### config.mk
export PLATFORM = sky130hd
export DESIGN_NAME = psmc_ctrl
export DESIGN_NICKNAME = d
export VERILOG_FILES = /design/src/pkg/psmc_pkg.sv /design/src/logic/psmc_clk_div.sv /design/src/logic/psmc_stab_cnt.sv /design/src/logic/psmc_ctrl.sv
export VERILOG_INCLUDE_DIRS = /design/src /design/src/pkg
export SDC_FILE = /design/constraint.sdc
export NUM_CORES = 1
export LEC_CHECK = 0
export BUFFER_PORTS_ARGS = -buffer_cell sky130_fd_sc_hd__buf_2
export CORE_MARGIN = 1.5
export CORE_UTILIZATION = 35
export DETAILED_ROUTE_END_ITERATION = 10
export HOLD_SLACK_MARGIN = 0.05
export PLACE_DENSITY = 0.71
export SETUP_SLACK_MARGIN = 0.3
export SLEW_MARGIN = 20
export SYNTH_ARGS = -nofsm -noshare
export SYNTH_HDL_FRONTEND = slang
export SYNTH_HIERARCHICAL = 1
export SYNTH_SLANG_ARGS = --single-unit
export TNS_END_PERCENT = 50
### constraint.sdc
create_clock -name core_clk_i -period 2.25 [get_ports core_clk_i]
set_clock_uncertainty 0.1 [all_clocks]
set_input_delay 0.45 -clock core_clk_i [delete_from_list [all_inputs] [get_ports core_clk_i]]
set_output_delay 0.45 -clock core_clk_i [all_outputs]
set_load 0.1 [all_outputs]
### src/pkg/psmc_regs.svh
// register offsets, field positions, reset values and delay counts
`ifndef PSMC_REGS_SVH
`define PSMC_REGS_SVH

`define PSMC_MCS_OFFS   12'h000
`define PSMC_STAT_OFFS  12'h004

`define PSMC_SME_BIT    0
`define PSMC_DIV_LSB    1
`define PSMC_DIV_MSB    2
`define PSMC_OIE_BIT    3
`define PSMC_DLY_BIT    4
`define PSMC_MCS_W      5
`define PSMC_MCS_RST    5'h00

`define PSMC_MODE_LSB   0
`define PSMC_BUSY_BIT   3
`define PSMC_BG_BIT     4

`define PSMC_DLY_SHORT  13'h0100
`define PSMC_DLY_LONG   13'h1000
`define PSMC_MASK_OPEN  2'h2

`endif

### src/pkg/psmc_pkg.sv
// types of the power saving mode controller
package psmc_pkg;

	typedef enum logic [2:0] {
		PSMC_ST_RUN   = 3'h0,
		PSMC_ST_WAIT  = 3'h1,
		PSMC_ST_AHALT = 3'h3,
		PSMC_ST_HALT  = 3'h2,
		PSMC_ST_STAB  = 3'h6
	} psmc_state_type;

	typedef enum logic [2:0] {
		PSMC_MODE_RUN   = 3'h0,
		PSMC_MODE_SLOW  = 3'h1,
		PSMC_MODE_WAIT  = 3'h2,
		PSMC_MODE_SWAIT = 3'h3,
		PSMC_MODE_AHALT = 3'h4,
		PSMC_MODE_HALT  = 3'h5
	} psmc_mode_type;

	typedef struct packed {
		psmc_state_type st;
		psmc_mode_type  mode;
		logic [4:0]     mcs;
		logic [31:0]    rdata;
		logic           boot;
		logic           bg;
		logic           wake;
		logic           push;
		logic           mask_we;
		logic [1:0]     mask;
		logic [1:0]     prio;
	} psmc_ctrl_type;

	typedef struct packed {
		logic [3:0] cnt;
		logic       tick;
		logic       sme;
		logic [1:0] sel;
	} psmc_div_type;

	typedef struct packed {
		logic [12:0] cnt;
	} psmc_stab_type;

endpackage

### src/logic/psmc_clk_div.sv
// slow mode divider of the master clock into a cpu clock enable
`timescale 1ns/1ps
`include "psmc_regs.svh"

module psmc_clk_div (
	input  wire logic       core_clk_i,
	input  wire logic       rst_n_i,
	input  wire logic       sme_i,
	input  wire logic [1:0] sel_i,
	output logic            tick_o
);

	psmc_pkg::psmc_div_type s_r;
	psmc_pkg::psmc_div_type s_nxt;

	// last count of a 2, 4, 8 or 16 division
	function automatic logic [3:0] div_last(input logic [1:0] sel);
		div_last = 4'((5'h02 << sel) - 5'h01);
	endfunction

	always_comb begin
		s_nxt = s_r;
		s_nxt.tick = 1'b0;
		if (!s_r.sme || s_r.cnt >= div_last(s_r.sel)) begin
			s_nxt.tick = 1'b1;
			s_nxt.cnt = 4'h0;
			// settings only taken at a tick, so a period is never cut
			s_nxt.sme = sme_i;
			s_nxt.sel = sel_i;
		end else begin
			s_nxt.cnt = s_r.cnt + 4'h1;
		end
	end

	always_ff @(posedge core_clk_i or negedge rst_n_i) begin
		if (!rst_n_i) begin
			s_r <= '0;
		end else begin
			s_r <= s_nxt;
		end
	end

	assign tick_o = s_r.tick;

endmodule

### src/logic/psmc_stab_cnt.sv
// oscillator stabilisation delay counter
`timescale 1ns/1ps
`include "psmc_regs.svh"

module psmc_stab_cnt (
	input  wire logic core_clk_i,
	input  wire logic rst_n_i,
	input  wire logic start_i,
	input  wire logic long_i,
	output logic      busy_o,
	output logic      done_o
);

	psmc_pkg::psmc_stab_type s_r;
	psmc_pkg::psmc_stab_type s_nxt;

	always_comb begin
		s_nxt = s_r;
		if (start_i) begin
			s_nxt.cnt = long_i ? `PSMC_DLY_LONG : `PSMC_DLY_SHORT;
		end else if (s_r.cnt != 13'h0000) begin
			s_nxt.cnt = s_r.cnt - 13'h0001;
		end
	end

	always_ff @(posedge core_clk_i or negedge rst_n_i) begin
		if (!rst_n_i) begin
			s_r <= '0;
		end else begin
			s_r <= s_nxt;
		end
	end

	assign busy_o = (s_r.cnt != 13'h0000);
	assign done_o = (s_r.cnt == 13'h0001);

endmodule

### src/logic/psmc_ctrl.sv
// power saving mode controller: run, slow, wait, active-halt and halt
// Operation
// - after reset run mode, cpu and peripherals on the master clock
// - slow mode set by an enable bit and a two-bit divider select
// - slow mode divides the master clock by 2, 4, 8 or 16
// - wait entered during slow mode gives slow-wait on the divided clock
// - wait-for-interrupt instruction stops the cpu, enters wait
// - peripherals keep their clock during wait
// - entering wait forces the interrupt mask bits to 10
// - wait ends on interrupt or reset, cpu goes to the routine
// - servicing pushes the condition code, then loads the routine priority
// - halt instruction gives halt if oscillator irq enable 0, else active-halt
// - active-halt ends on time base interrupt, chosen interrupts or reset
// - no stabilisation delay when active-halt ends by interrupt
// - entering active-halt forces mask bits to 10, pending irq wakes
// - active-halt runs only the oscillator and time base counter
// - active-halt holds the watchdog so it causes no reset
// - after active-halt the cpu services the interrupt or the reset vector
// - halt switches the oscillator off, stopping cpu and peripherals
// - leaving halt restarts the oscillator and waits the stabilisation delay
//
// The register offsets and the APB interface to the registers were decided locally.
`timescale 1ns/1ps
`include "psmc_regs.svh"

module psmc_ctrl (
	input  wire logic        core_clk_i,
	input  wire logic        nrst_i,
	input  wire logic        psel_i,
	input  wire logic        penable_i,
	input  wire logic        pwrite_i,
	input  wire logic [11:0] paddr_i,
	input  wire logic [31:0] pwdata_i,
	output logic [31:0]      prdata_o,
	output logic             pready_o,
	output logic             pslverr_o,
	input  wire logic        wfi_exec_i,
	input  wire logic        halt_exec_i,
	input  wire logic        irq_pending_i,
	input  wire logic        irq_wake_halt_i,
	input  wire logic        irq_wake_ahalt_i,
	input  wire logic        tbase_irq_i,
	input  wire logic        irq_take_i,
	input  wire logic [1:0]  irq_prio_i,
	output logic [2:0]       mode_o,
	output logic             cpu_clk_en_o,
	output logic             periph_clk_en_o,
	output logic             tbase_clk_en_o,
	output logic             osc_en_o,
	output logic             wdg_hold_o,
	output logic             wake_o,
	output logic             cc_push_o,
	output logic             cc_mask_we_o,
	output logic [1:0]       cc_mask_o
);

	logic                    rst_meta_r;
	logic                    rst_n;
	psmc_pkg::psmc_ctrl_type s_r;
	psmc_pkg::psmc_ctrl_type s_nxt;
	logic                    tick;
	logic                    stab_start;
	logic                    stab_busy;
	logic                    stab_done;
	logic                    sme;
	logic [1:0]              div_sel;
	logic                    oscillator_interrupt_enable;
	logic                    dly_long;
	logic                    acc;
	logic                    wr_mcs;
	logic                    in_run;

	// reset release through two flops
	always_ff @(posedge core_clk_i or negedge nrst_i) begin
		if (!nrst_i) begin
			rst_meta_r <= 1'b0;
			rst_n <= 1'b0;
		end else begin
			rst_meta_r <= 1'b1;
			rst_n <= rst_meta_r;
		end
	end

	// control bits of the main clock status register
	assign sme      = s_r.mcs[`PSMC_SME_BIT];
	assign div_sel  = s_r.mcs[`PSMC_DIV_MSB:`PSMC_DIV_LSB];
	assign oscillator_interrupt_enable      = s_r.mcs[`PSMC_OIE_BIT];
	assign dly_long = s_r.mcs[`PSMC_DLY_BIT];

	// cpu clock enable divided in slow mode
	psmc_clk_div psmc_clk_div_i (
		.core_clk_i (core_clk_i),
		.rst_n_i    (rst_n),
		.sme_i      (sme),
		.sel_i      (div_sel),
		.tick_o     (tick)
	);

	psmc_stab_cnt psmc_stab_cnt_i (
		.core_clk_i (core_clk_i),
		.rst_n_i    (rst_n),
		.start_i    (stab_start),
		.long_i     (dly_long),
		.busy_o     (stab_busy),
		.done_o     (stab_done)
	);

	assign acc    = psel_i && penable_i;
	assign wr_mcs = acc && pwrite_i && (paddr_i == `PSMC_MCS_OFFS);
	assign in_run = (s_r.st == psmc_pkg::PSMC_ST_RUN);

	// mode code seen by software on mode_o and in the status register
	function automatic psmc_pkg::psmc_mode_type mode_of(input psmc_pkg::psmc_state_type st,
			input logic slow);
		case (st)
			psmc_pkg::PSMC_ST_RUN:   mode_of = slow ? psmc_pkg::PSMC_MODE_SLOW
				: psmc_pkg::PSMC_MODE_RUN;
			psmc_pkg::PSMC_ST_WAIT:  mode_of = slow ? psmc_pkg::PSMC_MODE_SWAIT
				: psmc_pkg::PSMC_MODE_WAIT;
			psmc_pkg::PSMC_ST_AHALT: mode_of = psmc_pkg::PSMC_MODE_AHALT;
			default:                 mode_of = psmc_pkg::PSMC_MODE_HALT;
		endcase
	endfunction

	always_comb begin
		s_nxt = s_r;
		stab_start = 1'b0;
		s_nxt.wake = 1'b0;
		s_nxt.push = 1'b0;
		s_nxt.mask_we = 1'b0;
		// first cycle after reset starts the stabilisation delay
		if (s_r.boot) begin
			stab_start = 1'b1;
			s_nxt.boot = 1'b0;
		end
		if (wr_mcs) begin
			s_nxt.mcs = pwdata_i[`PSMC_MCS_W-1:0];
		end
		// push first, routine priority into the mask next cycle
		if (irq_take_i) begin
			s_nxt.push = 1'b1;
			s_nxt.prio = irq_prio_i;
		end
		if (s_r.push) begin
			s_nxt.mask_we = 1'b1;
			s_nxt.mask = s_r.prio;
		end
		// old count ending loses to a wake that restarts it aside
		if (stab_done) begin
			s_nxt.bg = 1'b0;
		end
		case (s_r.st)
			psmc_pkg::PSMC_ST_RUN: begin
				if (wfi_exec_i) begin
					s_nxt.st = psmc_pkg::PSMC_ST_WAIT;
					s_nxt.mask_we = 1'b1;
					s_nxt.mask = `PSMC_MASK_OPEN;
				end else if (halt_exec_i) begin
					// oscillator irq enable picks the halt flavour
					s_nxt.st = oscillator_interrupt_enable ? psmc_pkg::PSMC_ST_AHALT : psmc_pkg::PSMC_ST_HALT;
					// mask opened, a pending irq wakes at once
					s_nxt.mask_we = 1'b1;
					s_nxt.mask = `PSMC_MASK_OPEN;
				end else if (s_r.bg && stab_busy && !oscillator_interrupt_enable) begin
					// enable cleared before the delay ran out
					s_nxt.st = psmc_pkg::PSMC_ST_STAB;
				end
			end
			psmc_pkg::PSMC_ST_WAIT: begin
				// any interrupt resumes the cpu at its routine
				if (irq_pending_i) begin
					s_nxt.st = psmc_pkg::PSMC_ST_RUN;
					s_nxt.wake = 1'b1;
				end
			end
			psmc_pkg::PSMC_ST_AHALT: begin
				// time base or chosen interrupt ends active-halt
				if (tbase_irq_i || irq_wake_ahalt_i) begin
					// cpu resumes at once, delay only counted aside
					s_nxt.st = psmc_pkg::PSMC_ST_RUN;
					s_nxt.wake = 1'b1;
					s_nxt.bg = 1'b1;
					stab_start = 1'b1;
				end
			end
			psmc_pkg::PSMC_ST_HALT: begin
				// oscillator restarts, delay before the cpu runs
				if (irq_wake_halt_i) begin
					s_nxt.st = psmc_pkg::PSMC_ST_STAB;
					stab_start = 1'b1;
				end
			end
			psmc_pkg::PSMC_ST_STAB: begin
				if (stab_done) begin
					s_nxt.st = psmc_pkg::PSMC_ST_RUN;
					s_nxt.wake = !s_r.bg;
				end
			end
			default: begin
				s_nxt.st = psmc_pkg::PSMC_ST_RUN;
			end
		endcase
		s_nxt.mode = mode_of(s_nxt.st, s_nxt.mcs[`PSMC_SME_BIT]);
		// read data caught in the setup cycle
		if (psel_i && !penable_i) begin
			s_nxt.rdata = 32'h0000_0000;
			if (paddr_i == `PSMC_MCS_OFFS) begin
				s_nxt.rdata[`PSMC_MCS_W-1:0] = s_r.mcs;
			end else if (paddr_i == `PSMC_STAT_OFFS) begin
				s_nxt.rdata[`PSMC_MODE_LSB+2:`PSMC_MODE_LSB] = s_r.mode;
				s_nxt.rdata[`PSMC_BUSY_BIT] = stab_busy;
				s_nxt.rdata[`PSMC_BG_BIT] = s_r.bg;
			end
		end
	end

	always_ff @(posedge core_clk_i or negedge rst_n) begin
		if (!rst_n) begin
			s_r <= '{st: psmc_pkg::PSMC_ST_RUN, mode: psmc_pkg::PSMC_MODE_RUN,
				mcs: `PSMC_MCS_RST, rdata: 32'h0000_0000, boot: 1'b1, bg: 1'b0,
				wake: 1'b0, push: 1'b0, mask_we: 1'b0, mask: 2'h0, prio: 2'h0};
		end else begin
			s_r <= s_nxt;
		end
	end

	assign pready_o  = acc;
	assign pslverr_o = acc && (paddr_i != `PSMC_MCS_OFFS) && (paddr_i != `PSMC_STAT_OFFS);
	assign prdata_o  = s_r.rdata;

	// cpu clock held while the boot delay runs
	assign cpu_clk_en_o = in_run && tick && !(stab_busy && !s_r.bg);
	// wait and slow-wait keep the (divided) peripheral clock
	assign periph_clk_en_o = (in_run || s_r.st == psmc_pkg::PSMC_ST_WAIT) && tick;
	// only the time base keeps running in active-halt
	assign tbase_clk_en_o = (in_run || s_r.st == psmc_pkg::PSMC_ST_WAIT
		|| s_r.st == psmc_pkg::PSMC_ST_AHALT) && tick;
	assign osc_en_o = (s_r.st != psmc_pkg::PSMC_ST_HALT);
	assign wdg_hold_o   = (s_r.st == psmc_pkg::PSMC_ST_AHALT);
	assign wake_o       = s_r.wake;
	assign cc_push_o    = s_r.push;
	assign cc_mask_we_o = s_r.mask_we;
	assign cc_mask_o    = s_r.mask;
	assign mode_o       = s_r.mode;
endmodule

==> results.cfg, run 1 <==
[sta]
maxSlewViolCount = 0
setup_viol = 2
min_period_ns = 2.82
finalWorstSetupSlack_ns = -0.572
min_period_over_period = 1.25
hold_viol = 0
fmax_mhz = 354
rsz0062_at_grt = yes
fin_hold_ws_ns = 0.114

[critical_path]
cp.required_ns = 1.70
cp-start-kind = flip-flop
worstSetupPathType = flip-flop to output port
path_cells = or4_4 > nor4_4 > inv_2 > inv_2 > o21ai_4 > nor4_4 > buf_12
slowest_delay_ns = 0.56
crit_fanout = 2
crit_arrival_ns = 2.27
slowest_stage = or4_4
endpoint_kind = output port

[place]
placedInstanceArea_um2 = 3220
gp_congestion = 0.869
port_buffers = 50
placed_cells = 434
dpl.hpwl_mm = 4.64

[finish]
area_growth_pct = 26.6
fin_area_um2 = 3490
seqCellArea_um2 = 1200
nets = 408
final_util = 0.454
drive_above_1_share = 0.407
multi_input_area_um2 = 1420
layout.cells.non_filler = 446
num-fill-cells = 728
diodes = 0

[power]
powerDensity_nw_per_um2 = 1220
ir_drop_v = 0.00116
power_frac_comb = 0.600
power_mw = 4.25
switching_share = 0.509
p_clk_frac = 0.128
p_leak_nw = 1.70
intPower_mw = 2.09
seqPwrFrac = 0.272
p_sw_mw = 2.17

[synth]
synth_most_common_cell = dfrtp_1
synth_edf_count = 0
synth_area_leader_cell = dfrtp_1
synthTopCellsByCount = dfrtp_1, buf_4, nor2_1
yosys-top-cells-area = dfrtp_1, buf_4, mux2i_1
synth.distinct_cells = 54
synth_top_area_frac = 0.426
netlist_instances = 269
netlist_area_um2 = 2760
async_flop_share = 1.00
seq_area_frac_synth = 0.436
avgSynthCellArea_um2 = 10.3
synthFlopType = dfrtp_1
ys_ff_latch = 48
yosys_warnings = 6

[cts]
clock_latency_ns = 0.30
root_buffer = clkbuf_8
path_clk_slew_ns = 0.09
clock_sinks = 48
cts_tree = done
cts_buffers = 5
cts_buffer_depth = 2
htree_levels = 2

[routing]
vias_per_cell = 4.93
first_iter_violations = 153
wirelength_mm = 6.29
wl_per_cell_um = 14.1
num_vias = 2197
drc_errors = 0
antenna_left = 0
drt-pass1-iter-count = 4

[die]
dieHeight_um = 91.8
start_util = 0.359
io_pins = 105
row_count = 32
dieArea_um2 = 8420
die_w_um = 91.8
coreArea_um2 = 7690

[job]
maxCapViolCount = 0

[global_routing]
overflow = 0
grt_util_all_layers = 0.149
grt_max_degree = 39
grt_pass1_vias = 2122
grt_pass1_wl_mm = 10.1
antenna_found_initial = 0

[run_status]
status = complete, but fails checks
failed_checks = negative setup slack

[worst_hold_path]
worstHoldPathType = flip-flop to asynchronous set/reset pin
-- cell usage in the layout (no fill, tap or decap), types with 4 or more instances in the layout --
cell type / n
a21oi_1: 5
buf_2: 41
buf_4: 33
buf_6: 7
clkbuf_8: 6
conb_1: 29
dfrtp_1: 45
ha_1: 5
inv_1: 8
inv_2: 4
mux2_2: 7
mux2_4: 4
mux2i_1: 8
nand2_1: 14
nand2b_1: 6
nand3_1: 4
nor2_1: 20
nor3_1: 6
nor4_1: 4
nor4_4: 4
o21ai_0: 9
o21ai_2: 4
o41ai_1: 4
-- through the flow --
step / worst slack [ns] / TNS (ns)
global placement: -0.300 / -0.533
detailed placement: -0.364 / -0.732
CTS: -0.674 / -1.24
global route: -0.668 / -0.964
floorplan: -0.975 / -1.58
finish: -0.572 / -0.708
-- cell families (layout without fill, tap and decap cells) --
logic type,count (synthesis),in the layout,share of synthesized area
and+or+nand+nor,88,88,0.190
buffers and inverters,58,106,0.136
DFF,48,48,0.436
AOI/OAI and AO/OA,43,43,0.112
muxes,20,20,0.0816
adders and majority gates,7,7,0.0317
xor gates and xnor gates,3,3,0.00953
other,2,29,0.00272
-- metal layers --
| metal | global-route usage | wire, um |
|---|---|---|
| met5 | 0 | 0 |
| met3 | 0.0332 | 404 |
| met4 | 0.0462 | 67 |
| met2 | 0.243 | 3150 |
| met1 | 0.198 | 2670 |
-- power by group through the flow --
stage | Sequential, mW | Combinational (mW) | Clock, mW
final | 1.16 | 2.55 | 0.544
after global routing | 1.18 | 2.69 | 0.591
after CTS | 1.15 | 2.42 | 0.561
after detailed placement | 1.17 | 2.32 | 0
after global placement | 1.16 | 2.28 | 0
after floorplan | 1.23 | 1.81 | 0
-- state kept, by name, summed over array words and instances, names as in the netlist, 2 cells and up --
register	cells
prdata_o	5
psmc_stab_cnt_i/s_r	13
psmc_clk_div_i/s_r	7
mode_o	3
s_r	8
div_sel	2
cc_mask_o	2
-- what timing repair did --
action,4_1_cts,5_1_grt
endpoints found under the hold margin,9,0
hold buffers,2,0
setup buffers,0,2
gates cloned,0,0
gates resized for setup,15,23
pin swaps,5,7
endpoints found under the setup margin,21,23
-- final cells by class --
class	instances	share of cell area
clock inverters	2	0.00394
multi-input cells	190	0.407
clock buffers	6	0.0236
well taps	102	0.0365
flip-flops and latches	48	0.345
repair buffers	85	0.169
inverters	13	0.0143
-- worst max-delay path, delay by kind of cell, from the launching register on --
kind,cells,cell delay (ns)
simple gates,3,1.16
flops,1,0.39
compound gates,1,0.05
buf+inv,3,0.36
-- path summary, 6_finish.rpt --
check | startpoint | end | slack (ns) | cells past startpoint
setup reg to reg | psmc_stab_cnt_i/s_r[4]$_DFFE_PN0P_ | mode_o[0]$_DFF_PN0_ | -0.14 | 9
hold / removal | rst_n$_DFF_PN0_ | s_r[8]$_DFF_PN1_ | 0.11 | 0
hold reg to reg | rst_n$_DFF_PN0_ | s_r[8]$_DFF_PN1_ | 0.11 | 0
setup / recovery | psmc_stab_cnt_i/s_r[4]$_DFFE_PN0P_ | cpu_clk_en_o | -0.57 | 7
min in group core_clk_i | irq_take_i | cc_push_o$_DFF_PN0_ | 0.19 | 1
max in group asynchronous | rst_n$_DFF_PN0_ | dly_long$_DFFE_PN0N_ | 1.13 | 1
No activity file was read; power rests on OpenSTA's default activity.
==> run 2, diff against run 1 <==
- SYNTH_HIERARCHICAL: 1 -> default
- clock period: 2.25 -> 2.3 ns (I/O delays scaled with it)
==> run 2 against run 1 <==
Net effect: the run still ends with negative setup slack left; sequential share of layout area decreased by 0.10 points; worst setup slack improved by 0.42 ns; worst hold slack improved by 0.035 ns; critical path depth unchanged; sequential power increased by 6%; combinational power increased by 18%; die area decreased by 4.3%; clock-buffer cell count increased by 1; design area increased by 0.61%; via count decreased by 4.3%; highest routed layer unchanged.
==> results.cfg, run 2 <==
[run_status]
status = complete, but fails checks
failed_checks = negative setup slack

[sta]
finalWorstSetupSlack_ns = -0.148
maxSlewViolCount = 0
min_period_over_period = 1.06
setup_viol = 5
rsz0062_at_grt = yes
fmax_mhz = 409
min_period_ns = 2.45
hold_viol = 0
fin_hold_ws_ns = 0.149

[critical_path]
cp.required_ns = 1.74
crit_fanout = 2
slowest_delay_ns = 0.39
slowest_stage = dfrtp_1
crit_arrival_ns = 1.89
endpoint_kind = output port
cp-start-kind = flip-flop
path_cells = inv_2 > ha_4 > nor4b_4 > and3_4 > nor2_4 > nor4_4 > buf_12
worstSetupPathType = flip-flop to output port

[finish]
num-fill-cells = 674
drive_above_1_share = 0.432
largestRegisters = psmc_stab_cnt_i.s_r x13, s_r x8, psmc_clk_div_i.s_r x7
final_common_cell = buf_2
area_growth_pct = 33.3
diodes = 0
mostFrequentLayoutCells = buf_2, dfrtp_1, conb_1
largest_reg_flops = 13
final_util = 0.485
nets = 400
largest_register = psmc_stab_cnt_i.s_r

[die]
die_w_um = 89.8
coreArea_um2 = 7250
row_count = 31
io_pins = 105
start_util = 0.363
dieArea_um2 = 8060
dieHeight_um = 89.8

[global_routing]
grt_pass1_vias = 2176
grt_max_degree = 39
grt_pass1_wl_mm = 9.88
antenna_found_initial = 0
grt_util_all_layers = 0.148
overflow = 0

[synth]
synthTopCellsByCount = dfrtp_1, buf_4, nor2_1
avgSynthCellArea_um2 = 10.2
synth_most_common_cell = dfrtp_1
yosys-top-cells-area = dfrtp_1, buf_4, mux2_2
yosys_warnings = 0
netlist_instances = 258
synth.distinct_cells = 53
synth_edf_count = 0
async_flop_share = 1.00
synth_top_area_frac = 0.446
synthFlopType = dfrtp_1
ys_ff_latch = 48
netlist_area_um2 = 2640
synth_area_leader_cell = dfrtp_1
seq_area_frac_synth = 0.456

[job]
maxCapViolCount = 0

[cts]
root_buffer = clkbuf_8
clock_sinks = 48
path_clk_slew_ns = 0.09
cts_buffers = 5
cts_tree = done
htree_levels = 2
clock_latency_ns = 0.30
cts_buffer_depth = 2

[routing]
drc_errors = 0
num_vias = 2103
first_iter_violations = 120
drt-pass1-iter-count = 4
wl_per_cell_um = 13.7
wirelength_mm = 5.94
vias_per_cell = 4.83
antenna_left = 0

[power]
power_mw = 4.75
p_leak_nw = 1.70
powerDensity_nw_per_um2 = 1350
ir_drop_v = 0.00149

[place]
dpl.hpwl_mm = 3.98
gp_congestion = 0.859
port_buffers = 50

[worst_hold_path]
worstHoldPathType = flip-flop to asynchronous set/reset pin
## run 2: cell count changes in the layout (fill, tap and decap cells not counted), sizes merged, moves of 3 or more
cell,change
nor3,-4
nor4,-4
o31ai,+4
o21ai,-6
o41ai,-3
o211ai,-3
a21oi,+3
nor2,-4
## run 2: final cells by class
class	count	area, um2	area share
inverters	11	41.3	0.0117
multi-input cells	184	1430	0.408
clock inverters	1	7.51	0.00214
repair buffers	85	613	0.174
flip-flops and latches	48	1210	0.344
clock buffers	7	86.3	0.0246
well taps	99	124	0.0352
## run 2: what timing repair did
action,in CTS,in global routing
gates resized for setup,24,35
endpoints found under the hold margin,10,0
buffers inserted,14,7
hold buffers,2,0
pin swaps,8,7
setup endpoints to repair,11,22
## run 2: metal layers
metal  wire [um]  global-route usage  vias to the layer above
met2        2910               0.253                       81
met3         333              0.0305                        3
li1            -                   -                     1002
met1        2680               0.191                     1017
met4          21              0.0370                        0
met5           0                   0                        -
## run 2: power breakdown
| group | internal [mW] | total (mW) | leakage, nW | switching, mW |
|---|---|---|---|---|
| Clock | 0.245 | 0.517 | 0.0445 | 0.272 |
| Sequential | 1.01 | 1.23 | 0.612 | 0.219 |
| Combinational | 1.16 | 3.00 | 1.04 | 1.85 |
## run 2: final timing paths
check | from | endpoint | slack, ns | depth (start not counted)
setup / recovery | psmc_stab_cnt_i.s_r[1]$_DFFE_PN0P_ | cpu_clk_en_o | -0.15 | 7
hold / removal | rst_n$_DFF_PN0_ | psmc_clk_div_i.s_r[7]$_DFF_PN0_ | 0.15 | 1
setup reg to reg | psmc_stab_cnt_i.s_r[1]$_DFFE_PN0P_ | psmc_stab_cnt_i.s_r[9]$_DFFE_PN0P_ | -0.13 | 6
hold reg to reg | rst_n$_DFF_PN0_ | psmc_clk_div_i.s_r[7]$_DFF_PN0_ | 0.15 | 1
max in group asynchronous | rst_n$_DFF_PN0_ | s_r[49]$_DFF_PN0_ | 1.15 | 1
min in group core_clk_i | irq_take_i | cc_push_o$_DFF_PN0_ | 0.20 | 1
## run 2: through the flow
step | cell area, um2 | instances | worst slack (ns) | TNS [ns]
after floorplan | 2830 | 285 | -0.607 | -0.607
after global placement | 3020 | 404 | 0.0254 | 0
after detailed placement | 3020 | 404 | -0.00206 | -0.00206
after CTS | 3320 | 428 | -0.190 | -0.192
after global routing | 3510 | 435 | -0.248 | -1.13
final | 3510 | 435 | -0.148 | -0.540
## run 2: kinds of logic after synthesis
kind of cell,after synthesis,synth area share
simple gates,83,0.183
flops,48,0.456
mux,18,0.0731
other cells,2,0.00285
xor+xnor,5,0.0166
buf+inv,53,0.129
fa+ha+maj,7,0.0332
compound gates,42,0.106
## run 2: critical path: cells and delay by family, from the launching register on
family	cells	cell delay, ns
flip-flops	1	0.39
buffers and inverters	2	0.31
AND/OR/NAND/NOR	4	0.76
adder cells (fa/ha/maj)	1	0.13
==> run 3, diff against run 2 <==
- CORE_UTILIZATION: 35 -> 30
- PLACE_DENSITY: 0.71 -> 0.64
- REMOVE_ABC_BUFFERS: default -> 1
==> run 3 against run 2 <==
Net effect: the run still ends with negative setup slack left; critical endpoint unchanged; flip-flop and latch count is the same; largest power group unchanged; wire length shrank 10%; clock power grew 4%; critical path depth grew 1; global-route usage shrank 3.1 points; design area shrank 8.2%; worst setup slack lost 0.051 ns.
==> results.cfg, run 3 (synthesized netlist as in run 2, its figures left out) <==
[run_status]
status = complete, but fails checks
failed_checks = negative setup slack

[sta]
relSlewSlack = 0.639
fmax_mhz = 400
min_period_over_period = 1.09
worstMarginPinSlew_ns = 0.541
hold_viol = 0
rsz0062_at_grt = yes
maxSlewViolCount = 0
min_period_ns = 2.50
setup_viol = 3
finalWorstSetupSlack_ns = -0.198

[finish]
diodes = 0
mostFrequentLayoutCells = dfrtp_1, buf_2, conb_1
largest_register = psmc_stab_cnt_i.s_r
fin_area_um2 = 3230
drive_above_1_share = 0.351
num-fill-cells = 861
layout.cells.non_filler = 427
area_growth_pct = 22.4
largestRegisters = psmc_stab_cnt_i.s_r x13, s_r x8, psmc_clk_div_i.s_r x7
nets = 383
largest_reg_flops = 13

[routing]
drc_errors = 0
vias_per_cell = 4.67
wirelength_mm = 5.33
drt-pass1-iter-count = 4
num_vias = 1995
wl_per_cell_um = 12.5
antenna_left = 0
first_iter_violations = 96

[die]
coreArea_um2 = 8640
dieArea_um2 = 9360
dieHeight_um = 96.7
die_w_um = 96.7
io_pins = 105
row_count = 34
start_util = 0.305

[global_routing]
use_met3 = 0.0340
grt_util_met2 = 0.182
grt_util_all_layers = 0.117
grt_pass1_wl_mm = 9.06
grt_max_degree = 25
met1_usage = 0.160
antenna_found_initial = 0
grt-busiest-layer = met2
overflow = 0
grt_pass1_vias = 1936

[worst_hold_path]
worstHoldPathType = flip-flop to asynchronous set/reset pin

[cts]
root_buffer = clkbuf_8
htree_levels = 2
cts_buffer_depth = 2
cts_tree = done
clock_sinks = 48
clock_latency_ns = 0.30
path_clk_slew_ns = 0.09
cts_buffers = 5

[critical_path]
r2r_setup_slack_ns = -0.09
worstSetupPathType = flip-flop to output port
cp-start-kind = flip-flop
endpoint_kind = output port
r2r_end = psmc_stab_cnt_i.s_r[9]$_DFFE_PN0P_
crit_fanout = 2
cp.required_ns = 1.74
r2r_cells = 6
reg2reg_from = psmc_stab_cnt_i.s_r[1]$_DFFE_PN0P_
crit_arrival_ns = 1.94

[power]
p_leak_nw = 1.58
ir_drop_v = 0.000699
powerDensity_nw_per_um2 = 1300
power_mw = 4.20

[place]
port_buffers = 50
gp_congestion = 0.814
dpl_worst_slack_ns = 0.0245
dpl.hpwl_mm = 3.95
placed_cells = 415
placedInstanceArea_um2 = 2960

[job]
maxCapViolCount = 0
run 3: final cells by class:
type                       count  area, um2  area share
multi-input combinational    184       1300       0.402
sequential                    48       1210       0.374
timing repair buffer          68        452       0.140
tap                          108        135      0.0419
clock buffer                   6       82.6      0.0256
inverter                      11       41.3      0.0128
clock inverter                 2       13.8     0.00427
run 3: stage by stage:
stage                     hold WS [ns]  TNS (ns)   util
final                            0.155    -0.347  0.374
after global routing             0.180    -0.576  0.374
after CTS                        0.182    -0.184  0.362
after detailed placement         0.147         0  0.343
after global placement           0.147         0  0.343
after floorplan                 0.0644     -4.00      -
run 3: where the power goes:
group | internal (mW) | switching [mW] | total, mW
logic | 0.814 | 1.60 | 2.41
registers | 1.01 | 0.243 | 1.25
clock network | 0.246 | 0.290 | 0.536
total | 2.07 | 2.13 | 4.20
run 3: worst max path at each step:
stage	from	endpoint	slack, ns
6_report	psmc_stab_cnt_i.s_r[1]$_DFFE_PN0P_	cpu_clk_en_o	-0.20
5_1_grt	psmc_stab_cnt_i.s_r[1]$_DFFE_PN0P_	cpu_clk_en_o	-0.29
4_1_cts	psmc_stab_cnt_i.s_r[0]$_DFFE_PN0P_	cpu_clk_en_o	-0.18
3_5_place_dp	psmc_stab_cnt_i.s_r[1]$_DFFE_PN0P_	cpu_clk_en_o	0.02
3_3_place_gp	psmc_stab_cnt_i.s_r[1]$_DFFE_PN0P_	cpu_clk_en_o	0.007
2_1_floorplan	psmc_stab_cnt_i.s_r[0]$_DFFE_PN0P_	cpu_clk_en_o	-2.68
run 3: critical path, stage by stage, from the launching register on:
cell and delay, ns:
dfrtp_1 0.39, inv_2 0.08, ha_4 0.13, nor4b_4 0.20
and3_4 0.23, nor2_2 0.03, nor4_1 0.22, buf_4 0.18
buf_12 0.17
run 3: what timing repair did:
item,in CTS,in global routing
setup endpoints to repair,11,15
resized for setup,14,20
setup buffers,2,1
endpoints found under the hold margin,2,0
pin swaps,2,7
hold buffers,1,0
run 3: per-layer routing:
layer  wire [um]  up-vias
met4          59        0
met1        2520      959
met3         330        7
met5           0        -
met2        2420       66
li1            -      963
